===== src/core/serial_pkg.sv =====
`default_nettype none

package serial_pkg;

  // register byte offsets on the apb bus
  localparam logic [7:0] OFS_DATA = 8'h00;
  localparam logic [7:0] OFS_CTRL = 8'h04;
  localparam logic [7:0] OFS_STAT = 8'h08;
  localparam logic [7:0] OFS_BAUD = 8'h0C;

  // control register fields
  localparam int C_RX_EN     = 0;
  localparam int C_TX_EN     = 1;
  localparam int C_STANDBY   = 2;
  localparam int C_BREAK     = 3;
  localparam int C_NINE      = 4;
  localparam int C_WAKE_ADDR = 5;
  localparam int C_TIE       = 6;
  localparam int C_TX_COMPLETE_IRQ_ENABLE      = 7;
  localparam int C_RIE       = 8;
  localparam int C_ILIE      = 9;
  localparam int CTRL_W      = 10;
  localparam logic [9:0] CTRL_RST = 10'h000;

  // status register fields
  localparam int S_TX_BUFFER_EMPTY_FLAG = 0;
  localparam int S_TC   = 1;
  localparam int S_RX_BUFFER_FULL_FLAG = 2;
  localparam int S_IDLE = 3;
  localparam int S_OVR  = 4;
  localparam int S_NF   = 5;
  localparam int S_FE   = 6;

  // baud select: 32 rates, oversample period is select plus one cycles
  localparam int BAUD_W = 5;
  localparam logic [4:0] BAUD_RST = 5'h00;

  // frame lengths in bits, idle lengths in oversample ticks
  localparam logic [3:0] BITS_8    = 4'hA;
  localparam logic [3:0] BITS_9    = 4'hB;
  localparam logic [7:0] IDLE_RT_8 = 8'hA0;
  localparam logic [7:0] IDLE_RT_9 = 8'hB0;

  // oversample positions inside one bit, 0 stands for the first tick
  localparam logic [3:0] POS_VER1 = 4'h2;
  localparam logic [3:0] POS_VER2 = 4'h4;
  localparam logic [3:0] POS_VER3 = 4'h6;
  localparam logic [3:0] POS_S1   = 4'h7;
  localparam logic [3:0] POS_S2   = 4'h8;
  localparam logic [3:0] POS_S3   = 4'h9;
  localparam logic [3:0] POS_LAST = 4'hF;

  // buffer value reported for a received break
  localparam logic [8:0] BREAK_CODE = 9'h03B;

  typedef enum logic [0:0] {
    RX_HUNT  = 1'b0,
    RX_FRAME = 1'b1
  } rx_state_e;

endpackage

`default_nettype wire


===== src/core/async_serial_transceiver.sv =====
`timescale 1ns/100ps
`default_nettype none

// Notes on behaviour
// - thirty-two baud rates, one setting shared by transmitter and receiver
// - data write starts sending; load into shifter sets buffer-empty flag
// - shifter loads only on a transmit bit tick
// - bits go out and come in least significant first
// - finish with nothing pending sets complete flag and its interrupt
// - disabled transmitter sets complete flag once shifter has emptied
// - disabling mid-character finishes it before releasing the pin
// - received byte moves to buffer on rx tick, sets full flag
// - idle flag with its enable requests an interrupt
// - idle flag needs one valid character since last clear
// - frame: high idle, low start, eight or nine data, high stop
// - break is line low for a whole frame, sent or received
// - standby blocks receive flags, idle included, except for an address wakeup character; idle detection still runs for wakeup
// - standby cleared by wakeup condition or by software write
// - idle wakeup after ten or eleven high bit times
// - address wakeup when character top data bit is one
// - receiver samples at sixteen times the baud rate
// - receiver bit timing aligns to each start bit
// - majority of samples eight, nine, ten; disagreement sets noise
// - three verify samples, two lows confirm start, any high is noise
// - non-break framing error acts as stop with artificial start
// - break sets full and framing with value 03B, waits for high
// - enabling transmitter first sends ten or eleven ones
// - length bit one selects nine data bits, zero selects eight
// - send-break sends zero groups; clearing it ends with a one unless data is pending, which starts with its start bit
module async_serial_transceiver #(
  parameter int AW = 8
) (
  input  wire logic          pclk,
  input  wire logic          presetn,
  input  wire logic          psel,
  input  wire logic          penable,
  input  wire logic          pwrite,
  input  wire logic [AW-1:0] paddr,
  input  wire logic [31:0]   pwdata,
  output logic      [31:0]   prdata,
  output logic               pready,
  output logic               pslverr,
  input  wire logic          serial_rx_pin,
  output logic               serial_tx_pin,
  output logic               serial_tx_oe_n,
  output logic               irq
);

  // majority of three samples
  function automatic logic maj3(input logic [2:0] v);
    maj3 = (v[0] & v[1]) | (v[0] & v[2]) | (v[1] & v[2]);
  endfunction

  // three samples that do not all agree
  function automatic logic split3(input logic [2:0] v);
    split3 = ~((&v) | ~(|v));
  endfunction

  // bus and register state
  logic [31:0]                   prdata_r,    prdata_nxt;
  logic                          pready_r,    pready_nxt;
  logic                          pslverr_r,   pslverr_nxt;
  logic [serial_pkg::CTRL_W-1:0] ctrl_r,      ctrl_nxt;
  logic [serial_pkg::BAUD_W-1:0] baud_r,      baud_nxt;
  logic [8:0]                    tx_data_r,   tx_data_nxt;
  logic [8:0]                    rx_data_r,   rx_data_nxt;
  logic                          tx_buffer_empty_flag_r,      tx_buffer_empty_flag_nxt;
  logic                          tc_r,        tc_nxt;
  logic                          rx_buffer_full_flag_r,      rx_buffer_full_flag_nxt;
  logic                          idle_r,      idle_nxt;
  logic                          ovr_r,       ovr_nxt;
  logic                          nf_r,        nf_nxt;
  logic                          fe_r,        fe_nxt;
  logic                          seen_r,      seen_nxt;
  logic                          irq_r,       irq_nxt;
  // baud generator and transmitter state
  logic [serial_pkg::BAUD_W-1:0] div_r,       div_nxt;
  logic [3:0]                    tx_rt_r,     tx_rt_nxt;
  logic [10:0]                   tx_sh_r,     tx_sh_nxt;
  logic [3:0]                    tx_left_r,   tx_left_nxt;
  logic                          tx_busy_r,   tx_busy_nxt;
  logic                          pre_pend_r,  pre_pend_nxt;
  logic                          txd_r,       txd_nxt;
  logic                          oe_n_r,      oe_n_nxt;
  // receiver state
  serial_pkg::rx_state_e         rx_st_r,     rx_st_nxt;
  logic [3:0]                    rx_pos_r,    rx_pos_nxt;
  logic [3:0]                    rx_bit_r,    rx_bit_nxt;
  logic [8:0]                    rx_sh_r,     rx_sh_nxt;
  logic [2:0]                    smp_r,       smp_nxt;
  logic                          noise_r,     noise_nxt;
  logic                          zero_r,      zero_nxt;
  logic                          brk_r,       brk_nxt;
  logic                          armed_r,     armed_nxt;
  logic [7:0]                    idle_cnt_r,  idle_cnt_nxt;
  logic                          idle_done_r, idle_done_nxt;
  logic                          valid_r,     valid_nxt;

  // helper terms
  logic       rt_tick;
  logic       bit_tick;
  logic       nine;
  logic [3:0] nbits;
  logic [7:0] idle_len;
  logic       acc;
  logic [7:0] addr;
  logic [2:0] cur3;
  logic       vote;
  logic [8:0] chr;
  logic       fe_now;
  logic       brk_now;
  logic       wake;
  logic       allow;
  logic       idle_ev;

  assign prdata         = prdata_r;
  assign pready         = pready_r;
  assign pslverr        = pslverr_r;
  assign serial_tx_pin  = txd_r;
  assign serial_tx_oe_n = oe_n_r;
  assign irq            = irq_r;

  // shared rate: one oversample tick every baud_r+1 cycles
  // shared rate select
  assign rt_tick  = (div_r == baud_r);
  assign bit_tick = rt_tick & (tx_rt_r == serial_pkg::POS_LAST);
  assign nine     = ctrl_r[serial_pkg::C_NINE];
  assign nbits    = nine ? serial_pkg::BITS_9 : serial_pkg::BITS_8;
  assign idle_len = nine ? serial_pkg::IDLE_RT_9 : serial_pkg::IDLE_RT_8;
  assign acc      = psel & penable & pready_r;
  assign addr     = 8'(paddr);

  // next-state logic for bus, transmitter and receiver
  always_comb begin
    prdata_nxt    = prdata_r;
    pready_nxt    = psel & ~penable;
    pslverr_nxt   = 1'b0;
    ctrl_nxt      = ctrl_r;
    baud_nxt      = baud_r;
    tx_data_nxt   = tx_data_r;
    rx_data_nxt   = rx_data_r;
    tx_buffer_empty_flag_nxt      = tx_buffer_empty_flag_r;
    tc_nxt        = tc_r;
    rx_buffer_full_flag_nxt      = rx_buffer_full_flag_r;
    idle_nxt      = idle_r;
    ovr_nxt       = ovr_r;
    nf_nxt        = nf_r;
    fe_nxt        = fe_r;
    seen_nxt      = seen_r;
    div_nxt       = rt_tick ? 5'h00 : div_r + 5'h01;
    tx_rt_nxt     = rt_tick ? tx_rt_r + 4'h1 : tx_rt_r;
    tx_sh_nxt     = tx_sh_r;
    tx_left_nxt   = tx_left_r;
    tx_busy_nxt   = tx_busy_r;
    pre_pend_nxt  = pre_pend_r;
    txd_nxt       = txd_r;
    oe_n_nxt      = oe_n_r;
    rx_st_nxt     = rx_st_r;
    rx_pos_nxt    = rx_pos_r;
    rx_bit_nxt    = rx_bit_r;
    rx_sh_nxt     = rx_sh_r;
    smp_nxt       = smp_r;
    noise_nxt     = noise_r;
    zero_nxt      = zero_r;
    brk_nxt       = brk_r;
    armed_nxt     = armed_r;
    idle_cnt_nxt  = idle_cnt_r;
    idle_done_nxt = idle_done_r;
    valid_nxt     = valid_r;
    cur3          = {smp_r[1:0], serial_rx_pin};
    vote          = maj3(cur3);
    chr           = nine ? rx_sh_r : {1'b0, rx_sh_r[8:1]};
    fe_now        = 1'b0;
    brk_now       = 1'b0;
    wake          = 1'b0;
    allow         = 1'b0;
    idle_ev       = 1'b0;

    // setup phase: decode and latch read data, answer next cycle
    if (psel & ~penable) begin
      unique case (addr)
        serial_pkg::OFS_DATA: prdata_nxt = {23'h000000, rx_data_r};
        serial_pkg::OFS_CTRL: prdata_nxt = {22'h000000, ctrl_r};
        serial_pkg::OFS_STAT:
          prdata_nxt = {25'h0000000, fe_r, nf_r, ovr_r, idle_r,
                        rx_buffer_full_flag_r, tc_r, tx_buffer_empty_flag_r};
        serial_pkg::OFS_BAUD: prdata_nxt = {27'h0000000, baud_r};
        default: begin
          prdata_nxt  = 32'h00000000;
          pslverr_nxt = 1'b1;
        end
      endcase
    end

    // access edge: writes land and read side effects happen here
    if (acc & pwrite) begin
      unique case (addr)
        serial_pkg::OFS_DATA: begin
          tx_data_nxt = pwdata[8:0];
          tx_buffer_empty_flag_nxt    = 1'b0;
          tc_nxt      = 1'b0;
        end
        serial_pkg::OFS_CTRL: begin
          ctrl_nxt = pwdata[serial_pkg::CTRL_W-1:0];
          if (~ctrl_r[serial_pkg::C_TX_EN] & pwdata[serial_pkg::C_TX_EN]) begin
            pre_pend_nxt = 1'b1;
          end
        end
        serial_pkg::OFS_BAUD: baud_nxt = pwdata[serial_pkg::BAUD_W-1:0];
        default: ;
      endcase
    end else if (acc) begin
      // rx flags clear by a status read followed by a data read
      if (addr == serial_pkg::OFS_STAT) begin
        seen_nxt = 1'b1;
      end else if (addr == serial_pkg::OFS_DATA && seen_r) begin
        rx_buffer_full_flag_nxt = 1'b0;
        idle_nxt = 1'b0;
        ovr_nxt  = 1'b0;
        nf_nxt   = 1'b0;
        fe_nxt   = 1'b0;
        seen_nxt = 1'b0;
      end
    end

    // transmitter: one decision per bit time, loads only on the bit tick
    // load in step
    if (bit_tick) begin
      if (tx_left_r != 4'h0) begin
        txd_nxt     = tx_sh_r[0];
        tx_sh_nxt   = {1'b1, tx_sh_r[10:1]};
        tx_left_nxt = tx_left_r - 4'h1;
      end else if (ctrl_r[serial_pkg::C_TX_EN] & pre_pend_r) begin
        txd_nxt      = 1'b1;
        tx_sh_nxt    = 11'h7FF;
        tx_left_nxt  = nbits - 4'h1;
        tx_busy_nxt  = 1'b1;
        pre_pend_nxt = 1'b0;
        oe_n_nxt     = 1'b0;
      end else if (ctrl_r[serial_pkg::C_TX_EN] &
                   ctrl_r[serial_pkg::C_BREAK]) begin
        txd_nxt     = 1'b0;
        tx_sh_nxt   = 11'h000;
        tx_left_nxt = nbits - 4'h1;
        tx_busy_nxt = 1'b1;
        oe_n_nxt    = 1'b0;
      end else if (ctrl_r[serial_pkg::C_TX_EN] & ~tx_buffer_empty_flag_r) begin
        txd_nxt     = 1'b0;
        tx_sh_nxt   = nine ? {2'b11, tx_data_r} :
                             {3'b111, tx_data_r[7:0]};
        tx_left_nxt = nbits - 4'h1;
        tx_busy_nxt = 1'b1;
        tx_buffer_empty_flag_nxt    = 1'b1;
        oe_n_nxt    = 1'b0;
      end else begin
        // line returns high; break end shows as this one
        txd_nxt = 1'b1;
        if (tx_busy_r) begin
          tc_nxt      = 1'b1;
          tx_busy_nxt = 1'b0;
        end
        if (~ctrl_r[serial_pkg::C_TX_EN]) begin
          oe_n_nxt = 1'b1;
        end
      end
    end

    // idle line detection runs on oversample ticks while hunting
    if (rt_tick) begin
      if (rx_st_r == serial_pkg::RX_FRAME || ~serial_rx_pin) begin
        idle_cnt_nxt  = 8'h00;
        idle_done_nxt = 1'b0;
      end else if (idle_cnt_r != idle_len) begin
        idle_cnt_nxt = idle_cnt_r + 8'h01;
      end else if (~idle_done_r) begin
        idle_ev       = 1'b1;
        idle_done_nxt = 1'b1;
      end
    end
    if (idle_ev) begin
      if (ctrl_r[serial_pkg::C_STANDBY]) begin
        if (~ctrl_r[serial_pkg::C_WAKE_ADDR]) begin
          ctrl_nxt[serial_pkg::C_STANDBY] = 1'b0;
        end
      end else if (valid_r) begin
        idle_nxt  = 1'b1;
        valid_nxt = 1'b0;
      end
    end

    // receiver bit engine on oversample ticks
    if (~ctrl_r[serial_pkg::C_RX_EN]) begin
      rx_st_nxt = serial_pkg::RX_HUNT;
    end else if (rt_tick) begin
      unique case (rx_st_r)
        serial_pkg::RX_HUNT: begin
          if (serial_rx_pin) begin
            armed_nxt = 1'b1;
          end else if (armed_r) begin
            rx_st_nxt  = serial_pkg::RX_FRAME;
            rx_pos_nxt = 4'h1;
            rx_bit_nxt = 4'h0;
            noise_nxt  = 1'b0;
            zero_nxt   = 1'b1;
            smp_nxt    = 3'h0;
          end
        end
        serial_pkg::RX_FRAME: begin
          rx_pos_nxt = rx_pos_r + 4'h1;
          if (rx_bit_r == 4'h0 && (rx_pos_r == serial_pkg::POS_VER1 ||
                                   rx_pos_r == serial_pkg::POS_VER2)) begin
            smp_nxt = cur3;
          end
          if (rx_bit_r == 4'h0 && rx_pos_r == serial_pkg::POS_VER3) begin
            if (vote) begin
              rx_st_nxt = serial_pkg::RX_HUNT;
            end else if (|cur3) begin
              noise_nxt = 1'b1;
            end
          end
          if (rx_pos_r == serial_pkg::POS_S1 ||
              rx_pos_r == serial_pkg::POS_S2) begin
            smp_nxt = cur3;
          end
          if (rx_pos_r == serial_pkg::POS_S3) begin
            if (split3(cur3)) begin
              noise_nxt = 1'b1;
            end
            if (rx_bit_r != 4'h0 && rx_bit_r != nbits - 4'h1) begin
              rx_sh_nxt = {vote, rx_sh_r[8:1]};
              zero_nxt  = zero_r & ~vote;
            end
            if (rx_bit_r == nbits - 4'h1) begin
              fe_now  = ~vote;
              brk_now = ~vote & zero_r;
              brk_nxt = brk_now;
              if (brk_now) begin
                chr = serial_pkg::BREAK_CODE;
              end
              wake  = ctrl_r[serial_pkg::C_STANDBY] &
                      ctrl_r[serial_pkg::C_WAKE_ADDR] &
                      (nine ? chr[8] : chr[7]);
              allow = ~ctrl_r[serial_pkg::C_STANDBY] | wake;
              if (wake) begin
                ctrl_nxt[serial_pkg::C_STANDBY] = 1'b0;
              end
              if (allow) begin
                valid_nxt = ~fe_now;
                if (rx_buffer_full_flag_r) begin
                  ovr_nxt = 1'b1;
                end else begin
                  rx_data_nxt = chr;
                  rx_buffer_full_flag_nxt    = 1'b1;
                end
                if (noise_nxt) begin
                  nf_nxt = 1'b1;
                end
                if (fe_now) begin
                  fe_nxt = 1'b1;
                end
              end
            end
          end
          if (rx_pos_r == serial_pkg::POS_LAST) begin
            rx_bit_nxt = rx_bit_r + 4'h1;
            if (rx_bit_r == nbits - 4'h1) begin
              // break waits for a high line
              rx_st_nxt = serial_pkg::RX_HUNT;
              armed_nxt = ~brk_r;
            end
          end
        end
      endcase
    end

    // single request line built from flags and their enables
    // transmit, complete, idle and receive interrupts
    irq_nxt = (tx_buffer_empty_flag_r & ctrl_r[serial_pkg::C_TIE]) |
              (tc_r & ctrl_r[serial_pkg::C_TX_COMPLETE_IRQ_ENABLE]) |
              (idle_r & ctrl_r[serial_pkg::C_ILIE]) |
              ((rx_buffer_full_flag_r | ovr_r) & ctrl_r[serial_pkg::C_RIE] &
               ctrl_r[serial_pkg::C_RX_EN]);
  end

  // registers; tx flags come out of reset set, as after power-up
  always_ff @(posedge pclk or negedge presetn) begin
    if (~presetn) begin
      prdata_r    <= 32'h00000000;
      pready_r    <= 1'b0;
      pslverr_r   <= 1'b0;
      ctrl_r      <= serial_pkg::CTRL_RST;
      baud_r      <= serial_pkg::BAUD_RST;
      tx_data_r   <= 9'h000;
      rx_data_r   <= 9'h000;
      tx_buffer_empty_flag_r      <= 1'b1;
      tc_r        <= 1'b1;
      rx_buffer_full_flag_r      <= 1'b0;
      idle_r      <= 1'b0;
      ovr_r       <= 1'b0;
      nf_r        <= 1'b0;
      fe_r        <= 1'b0;
      seen_r      <= 1'b0;
      irq_r       <= 1'b0;
      div_r       <= 5'h00;
      tx_rt_r     <= 4'h0;
      tx_sh_r     <= 11'h7FF;
      tx_left_r   <= 4'h0;
      tx_busy_r   <= 1'b0;
      pre_pend_r  <= 1'b0;
      txd_r       <= 1'b1;
      oe_n_r      <= 1'b1;
      rx_st_r     <= serial_pkg::RX_HUNT;
      rx_pos_r    <= 4'h0;
      rx_bit_r    <= 4'h0;
      rx_sh_r     <= 9'h000;
      smp_r       <= 3'h0;
      noise_r     <= 1'b0;
      zero_r      <= 1'b0;
      brk_r       <= 1'b0;
      armed_r     <= 1'b0;
      idle_cnt_r  <= 8'h00;
      idle_done_r <= 1'b0;
      valid_r     <= 1'b0;
    end else begin
      prdata_r    <= prdata_nxt;
      pready_r    <= pready_nxt;
      pslverr_r   <= pslverr_nxt;
      ctrl_r      <= ctrl_nxt;
      baud_r      <= baud_nxt;
      tx_data_r   <= tx_data_nxt;
      rx_data_r   <= rx_data_nxt;
      tx_buffer_empty_flag_r      <= tx_buffer_empty_flag_nxt;
      tc_r        <= tc_nxt;
      rx_buffer_full_flag_r      <= rx_buffer_full_flag_nxt;
      idle_r      <= idle_nxt;
      ovr_r       <= ovr_nxt;
      nf_r        <= nf_nxt;
      fe_r        <= fe_nxt;
      seen_r      <= seen_nxt;
      irq_r       <= irq_nxt;
      div_r       <= div_nxt;
      tx_rt_r     <= tx_rt_nxt;
      tx_sh_r     <= tx_sh_nxt;
      tx_left_r   <= tx_left_nxt;
      tx_busy_r   <= tx_busy_nxt;
      pre_pend_r  <= pre_pend_nxt;
      txd_r       <= txd_nxt;
      oe_n_r      <= oe_n_nxt;
      rx_st_r     <= rx_st_nxt;
      rx_pos_r    <= rx_pos_nxt;
      rx_bit_r    <= rx_bit_nxt;
      rx_sh_r     <= rx_sh_nxt;
      smp_r       <= smp_nxt;
      noise_r     <= noise_nxt;
      zero_r      <= zero_nxt;
      brk_r       <= brk_nxt;
      armed_r     <= armed_nxt;
      idle_cnt_r  <= idle_cnt_nxt;
      idle_done_r <= idle_done_nxt;
      valid_r     <= valid_nxt;
    end
  end

endmodule

`default_nettype wire


===== config.mk =====
export PLATFORM = sky130hd
export DESIGN_NAME = async_serial_transceiver
export DESIGN_NICKNAME = d
export VERILOG_FILES = /design/src/core/serial_pkg.sv /design/src/core/async_serial_transceiver.sv
export SDC_FILE = /design/constraint.sdc
export NUM_CORES = 1
export LEC_CHECK = 0
export BUFFER_PORTS_ARGS = -buffer_cell sky130_fd_sc_hd__buf_2
export CAP_MARGIN = 0
export CORE_ASPECT_RATIO = 1.2
export CORE_MARGIN = 2
export CORE_UTILIZATION = 60
export DETAILED_ROUTE_END_ITERATION = 12
export GPL_TIMING_DRIVEN = 1
export PLACE_DENSITY = 0.83
export SYNTH_ARGS = -nofsm -noshare
export SYNTH_HDL_FRONTEND = slang
export SYNTH_SLANG_ARGS = --single-unit

===== constraint.sdc =====
create_clock -name pclk -period 3.5 [get_ports pclk]
set_clock_uncertainty 0.1 [all_clocks]
set_input_delay 0.7 -clock pclk [delete_from_list [all_inputs] [get_ports pclk]]
set_output_delay 0.7 -clock pclk [all_outputs]
set_load 0.01 [all_outputs]

# After elaboration in Yosys (flattened, before gate mapping)
# Cells that the tools add are included.
[op_classes]
add_sub_neg = 7
multipliers = 0
n_div = 0
order_cmp = 0
eq_ne = 26
shifts = 0
muxes = 177
bitwise_logic = 40
reduce_logical = 34
[ops]
columns = ["cell", "n"]
rows = [
  ["2-to-1 mux 1 bit", 138],
  ["2-to-1 mux 9 bit", 8],
  ["2-to-1 mux 11 bit", 4],
  ["case mux 10 bit (4 select lines)", 1],
  ["2-to-1 mux 4 bit", 9],
  ["AND reduction 5 bit", 5],
  ["bitwise AND 1 bit", 20],
  ["== test 4 bit, second input constant", 4],
  ["== test 8 x 4 -> 1 bit, second input constant", 2],
  ["2-to-1 mux 8 bit", 2],
  ["case mux 4 bit (2 select lines)", 2],
  ["AND reduction 2 bit", 7],
  ["adder 4 x 1 -> 4 bit, second input constant", 3],
  ["== test 4 x 3 -> 1 bit, second input constant", 3],
  ["inverter 1 bit", 12],
  ["nonzero test 4 bit", 3],
  ["2-to-1 mux 5 bit", 2],
  ["inequality test 2 x 1 -> 1 bit, second input constant", 5],
  ["AND reduction 3 bit", 3],
  ["adder 8 x 1 -> 8 bit, second input constant", 1],
  ["== test 8 x 3 -> 1 bit, second input constant", 1],
  ["zero test 8 bit", 1],
  ["2-to-1 mux 2 bit", 4],
  ["inequality test 2 bit, second input constant", 4],
  ["22 further kinds", 40],
]
[word_totals]
regBits = 138
latchBits = 0
ram_bits = 0
romBits = 0
output_inout_bits = 37
n_memories = 0

# Longest topological paths before layout
[depth]
word_depth = 20
mapped_depth = 8
depth_no_buf = 7

# Least setup slack after synthesis
# No wires, ideal clock.
[synth_path]
path_type = "input-to-reg"
startpoint = "input paddr[5]"
endpoint = "register baud_r[0] (netlist name)"
setup_time_ns = 0.125
t_arrival_ns = 2.161
t_required_ns = 3.275
slack_ns = 1.114
path_stages = 4
path_buffers = 0
cell_sequence = "or4_4 > nor3_2 > nand3_1 > mux2_2"
[synth_between]
elab_chain_len = 2
[synth_rtl]
columns = ["item", "line_no", "source"]
rows = [
  ["start: declaration", "async_serial_transceiver.sv:38", "input wire logic [AW-1:0] paddr,"],
  ["== test 8 x 4 -> 1 bit", "async_serial_transceiver.sv:197", "unique case (addr)"],
  ["AND reduction 2 bit (no line)", "-", ""],
  ["end signal: assignment", "async_serial_transceiver.sv:392", "baud_r <= serial_pkg::BAUD_RST;"],
  ["end signal: assignment", "async_serial_transceiver.sv:429", "baud_r <= baud_nxt;"],
  ["end: declaration", "async_serial_transceiver.sv:64", "logic [serial_pkg::BAUD_W-1:0] baud_r, baud_nxt;"],
]
# Every way passes these cells.
# A chain may end at the register's enable or synchronous reset.

# Worst setup path after layout
[layout_path]
startpoint = "register rx_st_r"
endpoint = "register rx_data_r[7]"
[layout_between]
elab_chain_len = 1
[layout_rtl]
columns = ["item", "line_no", "source"]
rows = [
  ["start: declaration", "async_serial_transceiver.sv:86", "serial_pkg::rx_state_e rx_st_r, rx_st_nxt;"],
  ["start signal: assignment", "async_serial_transceiver.sv:412", "rx_st_r <= serial_pkg::RX_HUNT;"],
  ["start signal: assignment", "async_serial_transceiver.sv:449", "rx_st_r <= rx_st_nxt;"],
  ["AND reduction 7 bit (no line)", "-", ""],
  ["end signal: assignment", "async_serial_transceiver.sv:431", "rx_data_r <= rx_data_nxt;"],
  ["end: declaration", "async_serial_transceiver.sv:66", "logic [8:0] rx_data_r, rx_data_nxt;"],
]
# Every way passes these cells.

==> results by group <==
STA
  • FMAX: 350 MHz
  • Final setup viols: 0
  • Fin Hold WS: 0.0642 ns
  • Final slew viol count: 0
  • Minimum clock period: 2.86 ns
  • Setup TNS: 0 ns
  • Final Hold Vio Count: 0
  • RSZ-0062 raised after global routing: no
  • Final period utilization: 81.7%
  • Slew @ Worst Pin: 1.01 ns
  • Max transition margin: 32.4%

Setup path
  • CP startpoint: rx_st_r
  • CP endpoint: rx_data_r[7]
  • Crit Path Category: reg -> reg
  • Worst r2r src: rx_st_r
  • Worst reg2reg setup slack: 0.64 ns
  • CP max FO: 10
  • R2r endpoint: rx_data_r[7]
  • Worst setup SP type: flop
  • Worst setup EP type: flop
  • Worst EP required: 3.69 ns
  • Worst Reg2Reg Path Length in Cells: 5
  • CP Data Arrival Time: 3.05 ns

Global route
  • Initial antenna violation count: 0
  • Total grt overflow: 0
  • All-Layer GR Usage: 26.6%
  • First-pass GRT wire length: 21.8 mm
  • Vias in the first global route: 4504
  • Largest net degree at the start of global routing: 65

CTS
  • Clk Latency, worst-skew pair: 0.41 ns
  • Post-CTS sizing: 0
  • CTS tree: yes
  • CTS H-Tree Depth: 4
  • Root Buffer: clkbuf_16
  • Clock sink count: 116
  • Reg clk slew, reported paths: 0.06 ns
  • CTS Buf Count: 17
  • Cts hold-fix bufs: 0
  • Clock Path Buffers: 2
  • Setup bufs post-CTS: 0

Power and ir drop
  • Maximum VDD drop: 0.000375 V
  • Pwr Total: 0.00410 W
  • Leak: 3.22 nW
  • Power per cell area: 611 nW/um2

Synth
  • Number of flops mapped to enable cells by yosys: 0
  • Post-synth cell types: 62
  • Syn Inst Count: 561
  • Post-synthesis register bit count: 116
  • Synth warnings: 0
  • Top_reg_cell synth: dfrtp_1
  • Sequential share of the synthesized area: 49.4%
  • Synthesized cell area: 5910 um2
  • Synth async-reset ratio: 100%
  • Post-Synthesis Mean Instance Area: 10.5 um2

Placed design
  • Placer Congestion: 0.870
  • HPWL Detailed: 8.66 mm
  • I/O Buffers: 38

Routing
  • WL/cell: 17.7 um
  • Drt total wl: 13.1 mm
  • Residual DRC: 0
  • Vias per cell: 6.11
  • Post-route ant nets: 0
  • DRT iter0 DRCs: 348
  • Vias: 4508
  • Initial DRT Pass Iterations: 5

Hold path
  • Hold Path Class: in -> async

Run status
  • Outcome: finished clean

Run
  • Max capacitance violation total: 0

Die
  • Std cell rows: 39
  • Die width: 94.6 um
  • I/O pin count: 83
  • Full die area: 10700 um2
  • Chip height: 113 um
  • Core footprint: 9560 um2
  • Initial core utilization: 61.8%

Layout
  • ANT cells: 0
  • Share of cells above drive strength 1: 24.9%
  • Nets@finish: 659
  • Layout area overhead: 13.7%
  • Layout Utilization: 70.3%
==> cells by family after synthesis <==
logic type / count (synthesis) / synth area share [%]
AOI/OAI and AO/OA: 102 / 11.2
xor gates and xnor gates: 12 / 1.78
adders and majority gates: 13 / 2.73
buffers and inverters: 61 / 5.55
DFF: 116 / 49.4
muxes: 65 / 13.1
other: 1 / 0.0635
and+or+nand+nor: 191 / 16.2
==> Yosys cell counts, types with 3 or more instances <==
master / number / area [um2]
nor3_1: 6 / 30.0
inv_1: 17 / 63.8
and3_1: 10 / 62.6
nand4_1: 6 / 37.5
nand2_1: 68 / 255
dfrtp_1: 101 / 2530
mux4_2: 5 / 113
nor2_1: 43 / 161
buf_2: 4 / 20.0
clkbuf_1: 15 / 56.3
o31ai_1: 16 / 120
o22ai_1: 4 / 25.0
a22o_1: 4 / 35.0
and2_1: 4 / 25.0
nor2b_1: 5 / 31.3
ha_1: 11 / 138
xor2_1: 8 / 70.1
a32o_1: 3 / 30.0
mux2i_1: 15 / 150
a21oi_1: 16 / 80.1
nor3_2: 3 / 30.0
a21boi_0: 3 / 22.5
dfstp_2: 15 / 394
nand3b_1: 4 / 30.0
nand3_1: 22 / 110
buf_4: 23 / 173
nand2b_1: 4 / 25.0
xnor2_1: 4 / 35.0
o21ai_0: 38 / 190
mux2_2: 44 / 495
==> metrics by stage <==
stage | cell area [um2] | std cells | worst slack [ns]
finish | 6720 | 738 | 0.642
global route | 6720 | 738 | 0.439
CTS | 6720 | 738 | 0.640
detailed placement | 6140 | 706 | 0.481
global placement | 6140 | 706 | 0.540
floorplan | 5990 | 582 | 1.11
==> routing by layer <==
layer / track usage [%] / vias up / wire length [um]
met2: 43.8 / 180 / 6640
met3: 6.72 / 27 / 768
li1: - / 2034 / -
met4: 11.0 / 0 / 303
met5: 0 / - / 0
met1: 33.6 / 2267 / 5340
==> critical path: stages (launching register included) <==
cell and delay (ns):
dfrtp_1 0.57, nand2_1 0.17, nor3_2 0.37, nand2_2 0.23
nor4b_2 0.87, mux2_2 0.42
==> sequential cells by signal, summed over array words and instances (netlist names), 2 cells and up <==
name,flops
tx_data_r,9
rx_data_r,9
ctrl_r,10
smp_r,2
div_r,5
rx_sh_r,9
idle_cnt_r,8
tx_sh_r,11
rx_bit_r,4
tx_left_r,4
rx_pos_r,4
baud_r,5
tx_rt_r,4
prdata,10
==> layout make-up <==
type | count | area [um2]
Clock buffer | 22 | 474
Clock inverter | 10 | 105
Fill cell | 663 | 2840
Inverter | 17 | 63.8
Multi-Input combinational cell | 405 | 2740
Sequential cell | 116 | 2920
Tap cell | 123 | 154
Timing Repair Buffer | 45 | 258
==> cell usage in the layout (no fill, tap or decap), types with 5 or more instances in the layout <==
cell / instances
o21ai_0: 38
dfstp_2: 15
nand3_1: 22
ha_1: 11
nand4_1: 6
dfrtp_1: 101
a21oi_1: 16
mux2i_1: 15
buf_4: 7
and3_1: 10
nor2_1: 43
mux4_2: 5
clkinv_2: 6
nand2_1: 68
xor2_1: 8
clkbuf_16: 17
inv_1: 17
nor2b_1: 5
o31ai_1: 16
buf_2: 37
nor3_1: 6
conb_1: 22
mux2_2: 44
==> how the worst min path moves through the flow <==
| stage | end | depth (start not counted) |
|---|---|---|
| final | rx_pos_r[3] | 1 |
| after global routing | rx_pos_r[3] | 1 |
| after CTS | rx_pos_r[3] | 1 |
| after detailed placement | tx_rt_r[3] | 1 |
| after global placement | prdata[0] | 2 |
| after floorplan | armed_r | 0 |
==> where the power goes <==
| part | switching [W] | internal, W | total, W |
|---|---|---|---|
| registers | 0.0000993 | 0.00152 | 0.00162 |
| logic | 0.000527 | 0.000270 | 0.000797 |
| clock network | 0.000594 | 0.00109 | 0.00169 |
Note: power is estimated with default switching activity, not from simulation.
